<file path="config.mk">
export PLATFORM = sky130hd
export DESIGN_NAME = adc_status_mode_registers
export DESIGN_NICKNAME = d
export VERILOG_FILES = /design/src/design/adc_regs_pkg.sv /design/src/design/pin_sync.sv /design/src/design/adc_status_mode_registers.sv
export SDC_FILE = /design/constraint.sdc
export NUM_CORES = 1
export LEC_CHECK = 0
export ABC_AREA = 0
export BUFFER_PORTS_ARGS = -buffer_cell sky130_fd_sc_hd__buf_2
export CORE_MARGIN = 4
export CORE_UTILIZATION = 45
export DETAILED_ROUTE_END_ITERATION = 8
export SYNTH_ARGS = -nofsm -noshare
export SYNTH_HDL_FRONTEND = slang
export SYNTH_HIERARCHICAL = 1
export SYNTH_SLANG_ARGS = --single-unit
</file>
<file path="constraint.sdc">
create_clock -name sys_clk_i -period 6.2 [get_ports sys_clk_i]
set_input_delay 0.31 -clock sys_clk_i [delete_from_list [all_inputs] [get_ports sys_clk_i]]
set_output_delay 0.31 -clock sys_clk_i [all_outputs]
set_load 0.05 [all_outputs]
</file>
<file path="src/design/adc_regs_pkg.sv">
// Constants shared by the condition and configuration register logic
// ==========================================================================
package adc_regs_pkg;
    // ==========================================================================
    // Register addresses and sizes
    localparam logic [2:0] ADDR_FLAGS = 3'h0;
    localparam logic [2:0] ADDR_CONFIG = 3'h1;
    localparam logic [2:0] ADDR_RESULT = 3'h3;
    localparam int FLAGS_BITS = 8;
    localparam int CONFIG_BITS = 24;
    localparam int RESULT_BITS = 24;
    localparam logic [7:0] FLAGS_RESET = 8'h80;
    localparam logic [23:0] CONFIG_RESET = 24'h080060;
    localparam logic [23:0] CONFIG_WRITABLE = 24'hfcafff;

    // ==========================================================================
    // Command byte fields
    localparam int CMD_ENABLE_POS = 7;
    localparam int CMD_READ_POS = 6;
    localparam int CMD_ADDR_LSB = 3;

    // ==========================================================================
    // Condition register fields
    localparam int FLAG_PENDING_POS = 7;
    localparam int FLAG_CLAMP_POS = 6;
    localparam int FLAG_REFMISS_POS = 5;
    localparam int FLAG_PARITY_POS = 4;

    // ==========================================================================
    // Configuration register fields
    localparam int CFG_MODE_LSB = 21;
    localparam int CFG_APPEND_POS = 20;
    localparam int CFG_CLOCK_LSB = 18;
    localparam int CFG_FILTER_POS = 15;
    localparam int CFG_PARITY_POS = 13;
    localparam int CFG_SINGLE_POS = 11;
    localparam int CFG_NOTCH_POS = 10;
    localparam int CFG_RATE_LSB = 0;
    localparam logic [2:0] MODE_IDLE = 3'h4;
    localparam logic [2:0] MODE_POWER_DOWN = 3'h2;
endpackage : adc_regs_pkg

</file>
<file path="src/design/pin_sync.sv">
// Two-stage synchroniser with edge detection for slow outside pins
module pin_sync #(
    parameter int WIDTH = 1,
    parameter logic [WIDTH-1:0] IDLE = '0
) (
    input wire logic sys_clk_i,
    input wire logic reset_n_i,
    input wire logic [WIDTH-1:0] pin_i,
    output logic [WIDTH-1:0] level_o,
    output logic [WIDTH-1:0] rise_o,
    output logic [WIDTH-1:0] fall_o
);
    logic [WIDTH-1:0] stage1;
    logic [WIDTH-1:0] stage2;
    logic [WIDTH-1:0] stage3;

    // ==========================================================================
    // First stage is read only by the second; edges come from stages two and three
    always_ff @(posedge sys_clk_i or negedge reset_n_i) begin
        if (!reset_n_i) begin
            stage1 <= IDLE;
            stage2 <= IDLE;
            stage3 <= IDLE;
        end else begin
            stage1 <= pin_i;
            stage2 <= stage1;
            stage3 <= stage2;
        end
    end

    assign level_o = stage2;
    assign rise_o = stage2 & ~stage3;
    assign fall_o = ~stage2 & stage3;
endmodule : pin_sync

</file>
<file path="src/design/adc_status_mode_registers.sv">
// Condition and configuration registers behind the three-wire serial port
module adc_status_mode_registers (
    input wire logic sys_clk_i,
    input wire logic reset_n_i,
    // Serial link pins from the host
    input wire logic sclk_i,
    input wire logic din_i,
    input wire logic cs_n_i,
    input wire logic sync_n_i,
    output logic dout_rdy_o,
    output logic dout_rdy_oe_o,
    // Converter core, same clock
    input wire logic result_load_i,
    input wire logic [23:0] result_data_i,
    input wire logic result_clamped_i,
    input wire logic [2:0] result_channel_i,
    input wire logic result_update_warn_i,
    input wire logic reference_below_i,
    input wire logic reference_detect_enable_i,
    // Register contents towards the converter
    output logic [23:0] config_o,
    output logic [7:0] flags_o,
    output logic [23:0] stored_result_o,
    output logic modulator_reset_o
);
    typedef enum logic [2:0] {
        ST_COMMAND = 3'b001,
        ST_WRITE = 3'b010,
        ST_READ = 3'b100
    } serial_state_t;

    serial_state_t state;
    logic [5:0] bit_count;
    logic [5:0] bit_total;
    logic [6:0] cmd_shift;
    logic [23:0] write_shift;
    logic [31:0] read_shift;
    logic [2:0] access_addr;
    logic cmd_started;

    logic pending_n;
    logic clamp_flag;
    logic reference_missing_flag;
    logic parity_flag;
    logic [2:0] source_channel_tag;
    logic [23:0] operating_configuration;
    logic [23:0] result_reg;

    logic sclk_level;
    logic sclk_rise;
    logic cs_n_level;
    logic sync_n_level;
    logic din_level;

    logic cmd_done;
    logic write_done;
    logic read_done;
    logic mode_halted;
    logic [7:0] flag_byte;
    logic [23:0] next_result;

    // ==========================================================================
    // Pin synchronisers: every outside pin passes two flops first
    logic [2:0] unused_rise;
    pin_sync #(
        .WIDTH(4),
        .IDLE(4'hf)
    ) u_pin_sync (
        .sys_clk_i(sys_clk_i),
        .reset_n_i(reset_n_i),
        .pin_i({sclk_i, cs_n_i, sync_n_i, din_i}),
        .level_o({sclk_level, cs_n_level, sync_n_level, din_level}),
        .rise_o({sclk_rise, unused_rise}),
        .fall_o()
    );

    // ==========================================================================
    // Decode helpers
    function automatic logic [5:0] read_length(input logic [2:0] addr, input logic append);
        begin
            case (addr)
                adc_regs_pkg::ADDR_FLAGS: read_length = 6'(adc_regs_pkg::FLAGS_BITS);
                adc_regs_pkg::ADDR_CONFIG: read_length = 6'(adc_regs_pkg::CONFIG_BITS);
                adc_regs_pkg::ADDR_RESULT: read_length = append ?
                    6'(adc_regs_pkg::RESULT_BITS + adc_regs_pkg::FLAGS_BITS) :
                    6'(adc_regs_pkg::RESULT_BITS);
                default: read_length = 6'(adc_regs_pkg::FLAGS_BITS);
            endcase
        end
    endfunction : read_length

    function automatic logic [5:0] write_length(input logic [2:0] addr);
        begin
            if (addr == adc_regs_pkg::ADDR_CONFIG) begin
                write_length = 6'(adc_regs_pkg::CONFIG_BITS);
            end else begin
                write_length = 6'(adc_regs_pkg::FLAGS_BITS);
            end
        end
    endfunction : write_length

    // Condition byte assembled from live flags, bit 3 hard zero
    assign flag_byte = {pending_n, clamp_flag, reference_missing_flag, parity_flag,
                        1'b0, source_channel_tag};

    // Idle or power-down modes hold the converter, so no result may be claimed ready
    assign mode_halted =
        (operating_configuration[adc_regs_pkg::CFG_MODE_LSB +: 3] == adc_regs_pkg::MODE_IDLE) ||
        (operating_configuration[adc_regs_pkg::CFG_MODE_LSB +: 3] ==
         adc_regs_pkg::MODE_POWER_DOWN);

    // A missing reference clamps the result to all ones
    assign next_result = reference_missing_flag ? 24'hffffff : result_data_i;

    assign cmd_done = (state == ST_COMMAND) && sclk_rise && !cs_n_level &&
                      cmd_started && (bit_count == 6'h07);
    assign write_done = (state == ST_WRITE) && sclk_rise && !cs_n_level &&
                        (bit_count == bit_total - 6'h01);
    assign read_done = (state == ST_READ) && sclk_rise && !cs_n_level &&
                       (bit_count == bit_total - 6'h01);

    // ==========================================================================
    // Serial state machine; data is taken on rising serial clock edges
    always_ff @(posedge sys_clk_i or negedge reset_n_i) begin
        if (!reset_n_i) begin
            state <= ST_COMMAND;
            bit_count <= 6'h00;
            bit_total <= 6'h00;
            cmd_started <= 1'b0;
            access_addr <= 3'h0;
        end else if (cs_n_level) begin
            // Deselect abandons any partial transfer
            state <= ST_COMMAND;
            bit_count <= 6'h00;
            cmd_started <= 1'b0;
        end else if (sclk_rise) begin
            case (state)
                ST_COMMAND: begin
                    if (!cmd_started) begin
                        // Ones before the enable zero are ignored, guarding against noise
                        if (!din_level) begin
                            cmd_started <= 1'b1;
                            bit_count <= 6'h01;
                        end
                    end else if (cmd_done) begin
                        cmd_started <= 1'b0;
                        bit_count <= 6'h00;
                        access_addr <= cmd_shift[4:2];
                        if (cmd_shift[5]) begin
                            state <= ST_READ;
                            bit_total <= read_length(cmd_shift[4:2],
                                operating_configuration[adc_regs_pkg::CFG_APPEND_POS]);
                        end else begin
                            state <= ST_WRITE;
                            bit_total <= write_length(cmd_shift[4:2]);
                        end
                    end else begin
                        bit_count <= bit_count + 6'h01;
                    end
                end
                ST_WRITE, ST_READ: begin
                    if (write_done || read_done) begin
                        state <= ST_COMMAND;
                        bit_count <= 6'h00;
                    end else begin
                        bit_count <= bit_count + 6'h01;
                    end
                end
                default: begin
                    state <= ST_COMMAND;
                    bit_count <= 6'h00;
                end
            endcase
        end
    end

    // ==========================================================================
    // Command byte shifter: collects the seven bits after the enable zero
    always_ff @(posedge sys_clk_i or negedge reset_n_i) begin
        if (!reset_n_i) begin
            cmd_shift <= 7'h00;
        end else if (state == ST_COMMAND && sclk_rise && cmd_started) begin
            cmd_shift <= {cmd_shift[5:0], din_level};
        end
    end

    // ==========================================================================
    // Write data shifter, most significant bit arrives first
    always_ff @(posedge sys_clk_i or negedge reset_n_i) begin
        if (!reset_n_i) begin
            write_shift <= 24'h000000;
        end else if (state == ST_WRITE && sclk_rise && !cs_n_level) begin
            write_shift <= {write_shift[22:0], din_level};
        end
    end

    // ==========================================================================
    // Read shifter: loaded at the end of the command, advanced after each sample
    always_ff @(posedge sys_clk_i or negedge reset_n_i) begin
        if (!reset_n_i) begin
            read_shift <= 32'h00000000;
        end else if (cmd_done && cmd_shift[5]) begin
            case (cmd_shift[4:2])
                adc_regs_pkg::ADDR_FLAGS: read_shift <= {flag_byte, 24'h000000};
                adc_regs_pkg::ADDR_CONFIG: read_shift <= {operating_configuration, 8'h00};
                adc_regs_pkg::ADDR_RESULT: read_shift <= {result_reg, flag_byte};
                default: read_shift <= 32'h00000000;
            endcase
        end else if (state == ST_READ && sclk_rise && !cs_n_level) begin
            read_shift <= {read_shift[30:0], 1'b0};
        end
    end

    // ==========================================================================
    // Configuration register; fixed-zero positions never take a one
    always_ff @(posedge sys_clk_i or negedge reset_n_i) begin
        if (!reset_n_i) begin
            operating_configuration <= adc_regs_pkg::CONFIG_RESET;
        end else if (write_done && access_addr == adc_regs_pkg::ADDR_CONFIG) begin
            operating_configuration <= {write_shift[22:0], din_level} &
                                       adc_regs_pkg::CONFIG_WRITABLE;
        end
    end

    // Modulator and filter restart pulse on every configuration write
    always_ff @(posedge sys_clk_i or negedge reset_n_i) begin
        if (!reset_n_i) begin
            modulator_reset_o <= 1'b0;
        end else begin
            modulator_reset_o <= write_done && (access_addr == adc_regs_pkg::ADDR_CONFIG);
        end
    end

    // ==========================================================================
    // Pending flag (active low ready); any setting cause wins over a clear
    always_ff @(posedge sys_clk_i or negedge reset_n_i) begin
        if (!reset_n_i) begin
            pending_n <= adc_regs_pkg::FLAGS_RESET[adc_regs_pkg::FLAG_PENDING_POS];
        end else if ((read_done && access_addr == adc_regs_pkg::ADDR_RESULT) ||
                     result_update_warn_i) begin
            pending_n <= 1'b1;
        end else if (mode_halted || !sync_n_level) begin
            pending_n <= 1'b1;
        end else if (write_done && access_addr == adc_regs_pkg::ADDR_CONFIG) begin
            pending_n <= 1'b1;
        end else if (result_load_i) begin
            pending_n <= 1'b0;
        end
    end

    // ==========================================================================
    // Result capture with clamp, parity and channel tag written alongside
    always_ff @(posedge sys_clk_i or negedge reset_n_i) begin
        if (!reset_n_i) begin
            result_reg <= 24'h000000;
            clamp_flag <= adc_regs_pkg::FLAGS_RESET[adc_regs_pkg::FLAG_CLAMP_POS];
            parity_flag <= adc_regs_pkg::FLAGS_RESET[adc_regs_pkg::FLAG_PARITY_POS];
            source_channel_tag <= adc_regs_pkg::FLAGS_RESET[2:0];
        end else if (result_load_i) begin
            result_reg <= next_result;
            clamp_flag <= result_clamped_i || reference_missing_flag;
            parity_flag <= operating_configuration[adc_regs_pkg::CFG_PARITY_POS] &
                           (^next_result);
            source_channel_tag <= result_channel_i;
        end
    end

    // Reference detector only reports while detection is switched on
    always_ff @(posedge sys_clk_i or negedge reset_n_i) begin
        if (!reset_n_i) begin
            reference_missing_flag <=
                adc_regs_pkg::FLAGS_RESET[adc_regs_pkg::FLAG_REFMISS_POS];
        end else begin
            reference_missing_flag <= reference_detect_enable_i && reference_below_i;
        end
    end

    // ==========================================================================
    // Shared data/ready pin: read data while shifting, otherwise ready level
    always_ff @(posedge sys_clk_i or negedge reset_n_i) begin
        if (!reset_n_i) begin
            dout_rdy_o <= 1'b1;
            dout_rdy_oe_o <= 1'b0;
        end else begin
            dout_rdy_oe_o <= !cs_n_level;
            if (state == ST_READ && !read_done) begin
                dout_rdy_o <= read_shift[31];
            end else begin
                dout_rdy_o <= pending_n;
            end
        end
    end

    // Register views towards the converter core
    always_ff @(posedge sys_clk_i or negedge reset_n_i) begin
        if (!reset_n_i) begin
            config_o <= adc_regs_pkg::CONFIG_RESET;
            flags_o <= adc_regs_pkg::FLAGS_RESET;
            stored_result_o <= 24'h000000;
        end else begin
            config_o <= operating_configuration;
            flags_o <= flag_byte;
            stored_result_o <= result_reg;
        end
    end
endmodule : adc_status_mode_registers

</file>
# --- Word level (Yosys, flattened, before mapping) ---
# Index checks and enable logic that the tools add are counted.
totals:
  regBits: 197
  latch_bits: 0
  ram_bits: 0
  mem_bits_ro: 0
  inputBits: 38
  output_inout_bits: 59
  memories: 0
op_classes:
  n_addsub: 2
  multipliers: 0
  div: 0
  magnitude_cmp: 0
  n_eq_ne: 15
  n_shift: 0
  muxes: 33
  bitwise_logic: 4
  n_reduce_logical: 35
op_table:
  columns: ["op", "n"]
  rows:
  - ["32-bit one-hot mux with 3 select lines", 1]
  - ["32-bit two-way mux", 2]
  - ["6-bit two-way mux", 8]
  - ["24-bit two-way mux", 1]
  - ["6-bit one-hot mux with 2 select lines", 2]
  - ["24-bit parity", 1]
  - ["3-bit two-way mux", 6]
  - ["1-bit logical AND", 16]
  - ["3-bit by 2-bit == test with 1-bit output (second input constant)", 4]
  - ["1-bit two-way mux", 11]
  - ["3-bit by 1-bit == test with 1-bit output (second input constant)", 3]
  - ["3-bit by 2-bit != test with 1-bit output (second input constant)", 3]
  - ["6-bit by 1-bit adder with 6-bit output (second input constant)", 1]
  - ["3-bit == test (second input constant)", 2]
  - ["6-bit by 3-bit == test with 1-bit output (second input constant)", 1]
  - ["6-bit == test", 1]
  - ["3-bit one-hot mux with 2 select lines", 1]
  - ["2-bit nonzero test", 3]
  - ["6-bit by 1-bit subtractor with 6-bit output (second input constant)", 1]
  - ["1-bit logical OR", 5]
  - ["5-bit two-way mux", 1]
  - ["5-bit AND reduction", 1]
  - ["4-bit AND", 1]
  - ["4-bit by 3-bit != test with 1-bit output (second input constant)", 1]
  - ["other kinds (9)", 12]

# --- Logic depth before layout (Yosys ltp) ---
depth:
  word_depth: 11
  depth_mapped: 8
  ltp_nobuf: 7

# --- Hierarchy ---
# Netlist, hierarchy kept.
modules_own_cells:
  columns: ["mod", "n_inst", "cells_each", "area_each_um2", "seq_area_each_um2"]
  rows:
  - ["adc_status_mode_registers", 1, 622, 7559.8, 4566.9]
  - ["pin_sync", 1, 20, 385.4, 315.3]

# --- Worst setup path after synthesis ---
# No wires, ideal clock.
synth_path:
  path_kind: "register -> register"
  startpoint: "register u_pin_sync.stage2[3] (netlist: u_pin_sync/level_o[3])"
  endpoint: "register operating_configuration[0]"
  arrival_time_ps: 2058
  setup_slack_ps: 4017
  path_stages_with_launch: 8
  path_buffers: 2
  path_cell_list: "dfstp_2 > and2b_2 > nand2_1 > or3_1 > clkbuf_1 > or3_4 > buf_6 > mux2_4"
synth_between:
  elab_chain_cells: 5
synth_lines:
  columns: ["item", "line", "source"]
  rows:
  - ["from (decl)", "pin_sync.sv:14", "logic [WIDTH-1:0] stage2;"]
  - ["from (signal assigned)", "pin_sync.sv:26", "stage2 <= stage1;"]
  - ["4-bit AND", "pin_sync.sv:32", "assign rise_o = stage2 & ~stage3;"]
  - ["net sclk_rise", "adc_status_mode_registers.sv:50", "logic sclk_rise;"]
  - ["1-bit logical AND (3 in series)", "adc_status_mode_registers.sv:117", "assign write_done = (state == ST_WRITE) && sclk_rise && !cs_n_level &&"]
  - ["1-bit logical AND", "adc_status_mode_registers.sv:219", "end else if (write_done && access_addr == adc_regs_pkg::ADDR_CONFIG) begin"]
  - ["to (signal assigned)", "adc_status_mode_registers.sv:218", "operating_configuration <= adc_regs_pkg::CONFIG_RESET;"]
  - ["to (signal assigned)", "adc_status_mode_registers.sv:220", "operating_configuration <= {write_shift[22:0], din_level} &"]
  - ["to (decl)", "adc_status_mode_registers.sv:46", "logic [23:0] operating_configuration;"]
# The timed path passes the listed nets, and every way through them passes these cells.
# A chain may end at the register's enable or synchronous reset.

# --- Final worst setup path ---
layout_path:
  startpoint: "register state[0]"
  endpoint: "register read_shift[7]"
layout_between:
  elab_chain_cells: 7
  elab_cells_between_ends: 11
  cone_classes: "2 x eq/ne; 1 x mux; 8 x reduce/logical"
layout_lines:
  columns: ["item", "line", "source"]
  rows:
  - ["from (decl)", "adc_status_mode_registers.sv:32", "serial_state_t state;"]
  - ["from (signal assigned)", "adc_status_mode_registers.sv:126", "state <= ST_COMMAND;"]
  - ["from (signal assigned)", "adc_status_mode_registers.sv:133", "state <= ST_COMMAND;"]
  - ["from (signal assigned)", "adc_status_mode_registers.sv:150", "state <= ST_READ;"]
  - ["3-bit by 1-bit == test with 1-bit output", "adc_status_mode_registers.sv:115", "assign cmd_done = (state == ST_COMMAND) && sclk_rise && !cs_n_level &&"]
  - ["1-bit logical AND (3 in series)", "adc_status_mode_registers.sv:115", null]
  - ["1-bit logical AND", "adc_status_mode_registers.sv:116", "cmd_started && (bit_count == 6'h07);"]
  - ["1-bit logical AND", "adc_status_mode_registers.sv:202", "end else if (cmd_done && cmd_shift[5]) begin"]
  - ["32-bit two-way mux / 2-bit nonzero test (equally long branches)", null, null]
  - ["to (signal assigned)", "adc_status_mode_registers.sv:204", "adc_regs_pkg::ADDR_FLAGS: read_shift <= {flag_byte, 24'h000000};"]
  - ["to (signal assigned)", "adc_status_mode_registers.sv:205", "adc_regs_pkg::ADDR_CONFIG: read_shift <= {operating_configuration, 8'h00};"]
  - ["to (signal assigned)", "adc_status_mode_registers.sv:206", "adc_regs_pkg::ADDR_RESULT: read_shift <= {result_reg, flag_byte};"]
  - ["to (decl)", "adc_status_mode_registers.sv:37", "logic [31:0] read_shift;"]
# Several ways; a longest one is shown, not always the timed one.

==> flow_metrics.py <==
metrics = {
    "cts": {
        "cts_max_level": 4,
        "cts_buffers": 17,
        "cts_tree": "yes",
        "cts.sinks": 191,
        "root_buffer": "clkbuf_16",
        "cts_resized": 0,
        "cts.path.max_buffers": 2,
        "cts.clk_slew.worst_paths_ps": 70,
        "clock_latency_ps": 420,
    },
    "timing": {
        "worst_pin_slew_ps": 1110,
        "slew_viol_final": 0,
        "max_clock_freq_ghz": 0.329,
        "slew_headroom_pct": 25.8,
        "period_needed_ps": 3040,
        "finalSetupViolCount": 0,
        "rsz0062_at_grt": "no",
        "fin_tns_setup_ps": 0,
        "final.setup_skew_ps": 7.05,
        "layout_setup_ws_ps": 3160,
        "hold-worst-slack_ps": -18.2,
        "timing_hold_violations_final": 24,
        "finalCritPeriodShare_pct": 49.1,
    },
    "flow_run": {
        "cap_violations": 0,
    },
    "grt": {
        "grt.overflow.total": 0,
        "grt_max_degree": 112,
        "grt_usage_pct": 17.6,
        "antenna_found_initial": 0,
        "grt_pass1_wl_um": 27000,
        "grt_pass1_vias": 5005,
    },
    "floorplan": {
        "rows": 47,
        "fp.dieH_um": 140,
        "ios": 97,
        "initial_core_util_pct": 46.4,
        "die_w_um": 140,
        "core_area_sq_um": 16800,
        "dieArea_sq_um": 19500,
    },
    "cells_and_area": {
        "final_area_sq_um": 9060,
        "layout-drive-gt1-share_pct": 29.2,
        "largest_register_ffs": 32,
        "fin_nets": 754,
        "final_core_utilization_pct": 53.9,
        "antenna_cells": 0,
        "nFillCells": 1484,
        "synthToLayoutAreaGrowth_pct": 16.1,
    },
    "detailed_routing": {
        "drt_iter0_drc": 329,
        "routed_wl_um": 16600,
        "via_count": 4880,
        "drt-pass1-iter-count": 4,
        "drc_errors": 0,
        "ant_nets": 0,
        "wl_per_cell_um": 17.5,
        "viasPerCell": 5.15,
    },
    "placement": {
        "port_buffers": 91,
        "post-place-ws_ps": 3180,
        "dp_hpwl_um": 11200,
        "placed_area_sq_um": 8400,
        "place_congestion": 0.813,
    },
    "worst_setup_path": {
        "crit_fanout": 65,
        "r2r-start": "state[0]$_DFFE_PN1P_",
        "cp-end-kind": "register",
        "reg2regPathDepth": 5,
        "worstSetupPathType": "reg -> reg",
        "reg2reg_setup_slack_ps": 3160,
        "timing.rr.end": "read_shift[7]$_DFFE_PN0P_",
        "critPathArrivalTime_ps": 3300,
        "crit_required_ps": 6450,
        "startpoint_type": "register",
    },
    "logic_synthesis": {
        "synth_cells": 632,
        "syn_area_sq_um": 7800,
        "syn_area_per_cell_sq_um": 12.3,
        "synth_warnings": 6,
    },
    "power": {
        "p_comb_share_pct": 9.1,
        "p_int_mw": 2.04,
        "pwr-share-seq_pct": 48.6,
        "power_frac_clock_pct": 42.3,
        "ir_drop_v": 0.000217,
        "power_leakage_nw": 4.47,
        "power.density_nw_per_um2": 301,
        "p_sw_mw": 0.687,
        "swShare_pct": 25.2,
        "power_mw": 2.73,
    },
    "run_status": {
        "violations": "hold timing",
        "status": "complete, but fails checks",
    },
    "worst_hold_path": {
        "hp-class": "in -> async",
    },
}
==> metal layers <==
metal  routed length [um]  global-route usage [%]  vias up
met5                    0                       0        -
met4                  131                    4.59        0
met3                  610                    3.84        7
met2                 7730                    26.9       86
met1                 8100                    25.7     2481
li1                     -                       -     2306
==> metrics by stage <==
stage	cells	hold WS, ps
floorplan	636	14.4
detailed placement	911	347
global route	947	49.3
CTS	947	25.1
global placement	911	346
finish	947	-18.2
==> power groups by stage <==
stage	registers (mW)	clock network, mW	logic, mW
2_1_floorplan	1.40	0	0.105
3_3_place_gp	1.35	0	0.247
3_5_place_dp	1.35	0	0.249
4_1_cts	1.33	1.18	0.252
5_1_grt	1.33	1.23	0.267
6_report	1.33	1.15	0.248
==> worst max-delay path: stages (launching register included) <==
cell	delay, ps
dfstp_2	590
or3b_1	460
nor4_4	590
nand2_2	790
a21oi_1	360
a21oi_1	60
==> cell usage in the layout (no fill, tap or decap), types with 5 or more instances in the layout <==
| cell | n |
|---|---|
| nand3_1 | 6 |
| nor2_1 | 97 |
| nand2b_1 | 6 |
| a21oi_1 | 73 |
| dfstp_2 | 19 |
| mux2_4 | 19 |
| nand2_1 | 17 |
| buf_2 | 90 |
| a22oi_1 | 5 |
| inv_1 | 9 |
| o21ai_0 | 11 |
| dfrtp_1 | 172 |
| xnor2_1 | 24 |
| inv_6 | 6 |
| conb_1 | 5 |
| clkbuf_16 | 17 |
| mux2_2 | 40 |
| mux2i_1 | 46 |
==> worst max-delay path by stage <==
stage | from | end | slack, ps
after floorplan | u_pin_sync/level_o[3]$_DFF_PN1_ | operating_configuration[0]$_DFFE_PN0P_ | 4020
after global placement | bit_count[3]$_DFFE_PN0P_ | read_shift[20]$_DFFE_PN0P_ | 3300
after detailed placement | bit_count[3]$_DFFE_PN0P_ | read_shift[1]$_DFFE_PN0P_ | 3180
after CTS | bit_count[3]$_DFFE_PN0P_ | read_shift[1]$_DFFE_PN0P_ | 3150
after global routing | state[0]$_DFFE_PN1P_ | read_shift[7]$_DFFE_PN0P_ | 2890
final | state[0]$_DFFE_PN1P_ | read_shift[7]$_DFFE_PN0P_ | 3160
==> cell type report <==
type                       instances  area [sq um]  area share (%)
clock inverter                    12           170            1.88
inverter                          10          37.5           0.414
tap                              220           275            3.04
multi-input combinational        395          2790            30.7
timing repair buffer              99           534            5.90
clock buffer                      20           457            5.04
sequential                       191          4800            53.0
==> what timing repair did <==
action,4_1_cts,5_1_grt
endpoints found under the hold margin,4,0
buffers inserted,0,0
hold buffers,4,0
Power figures use the tool's default switching activity.
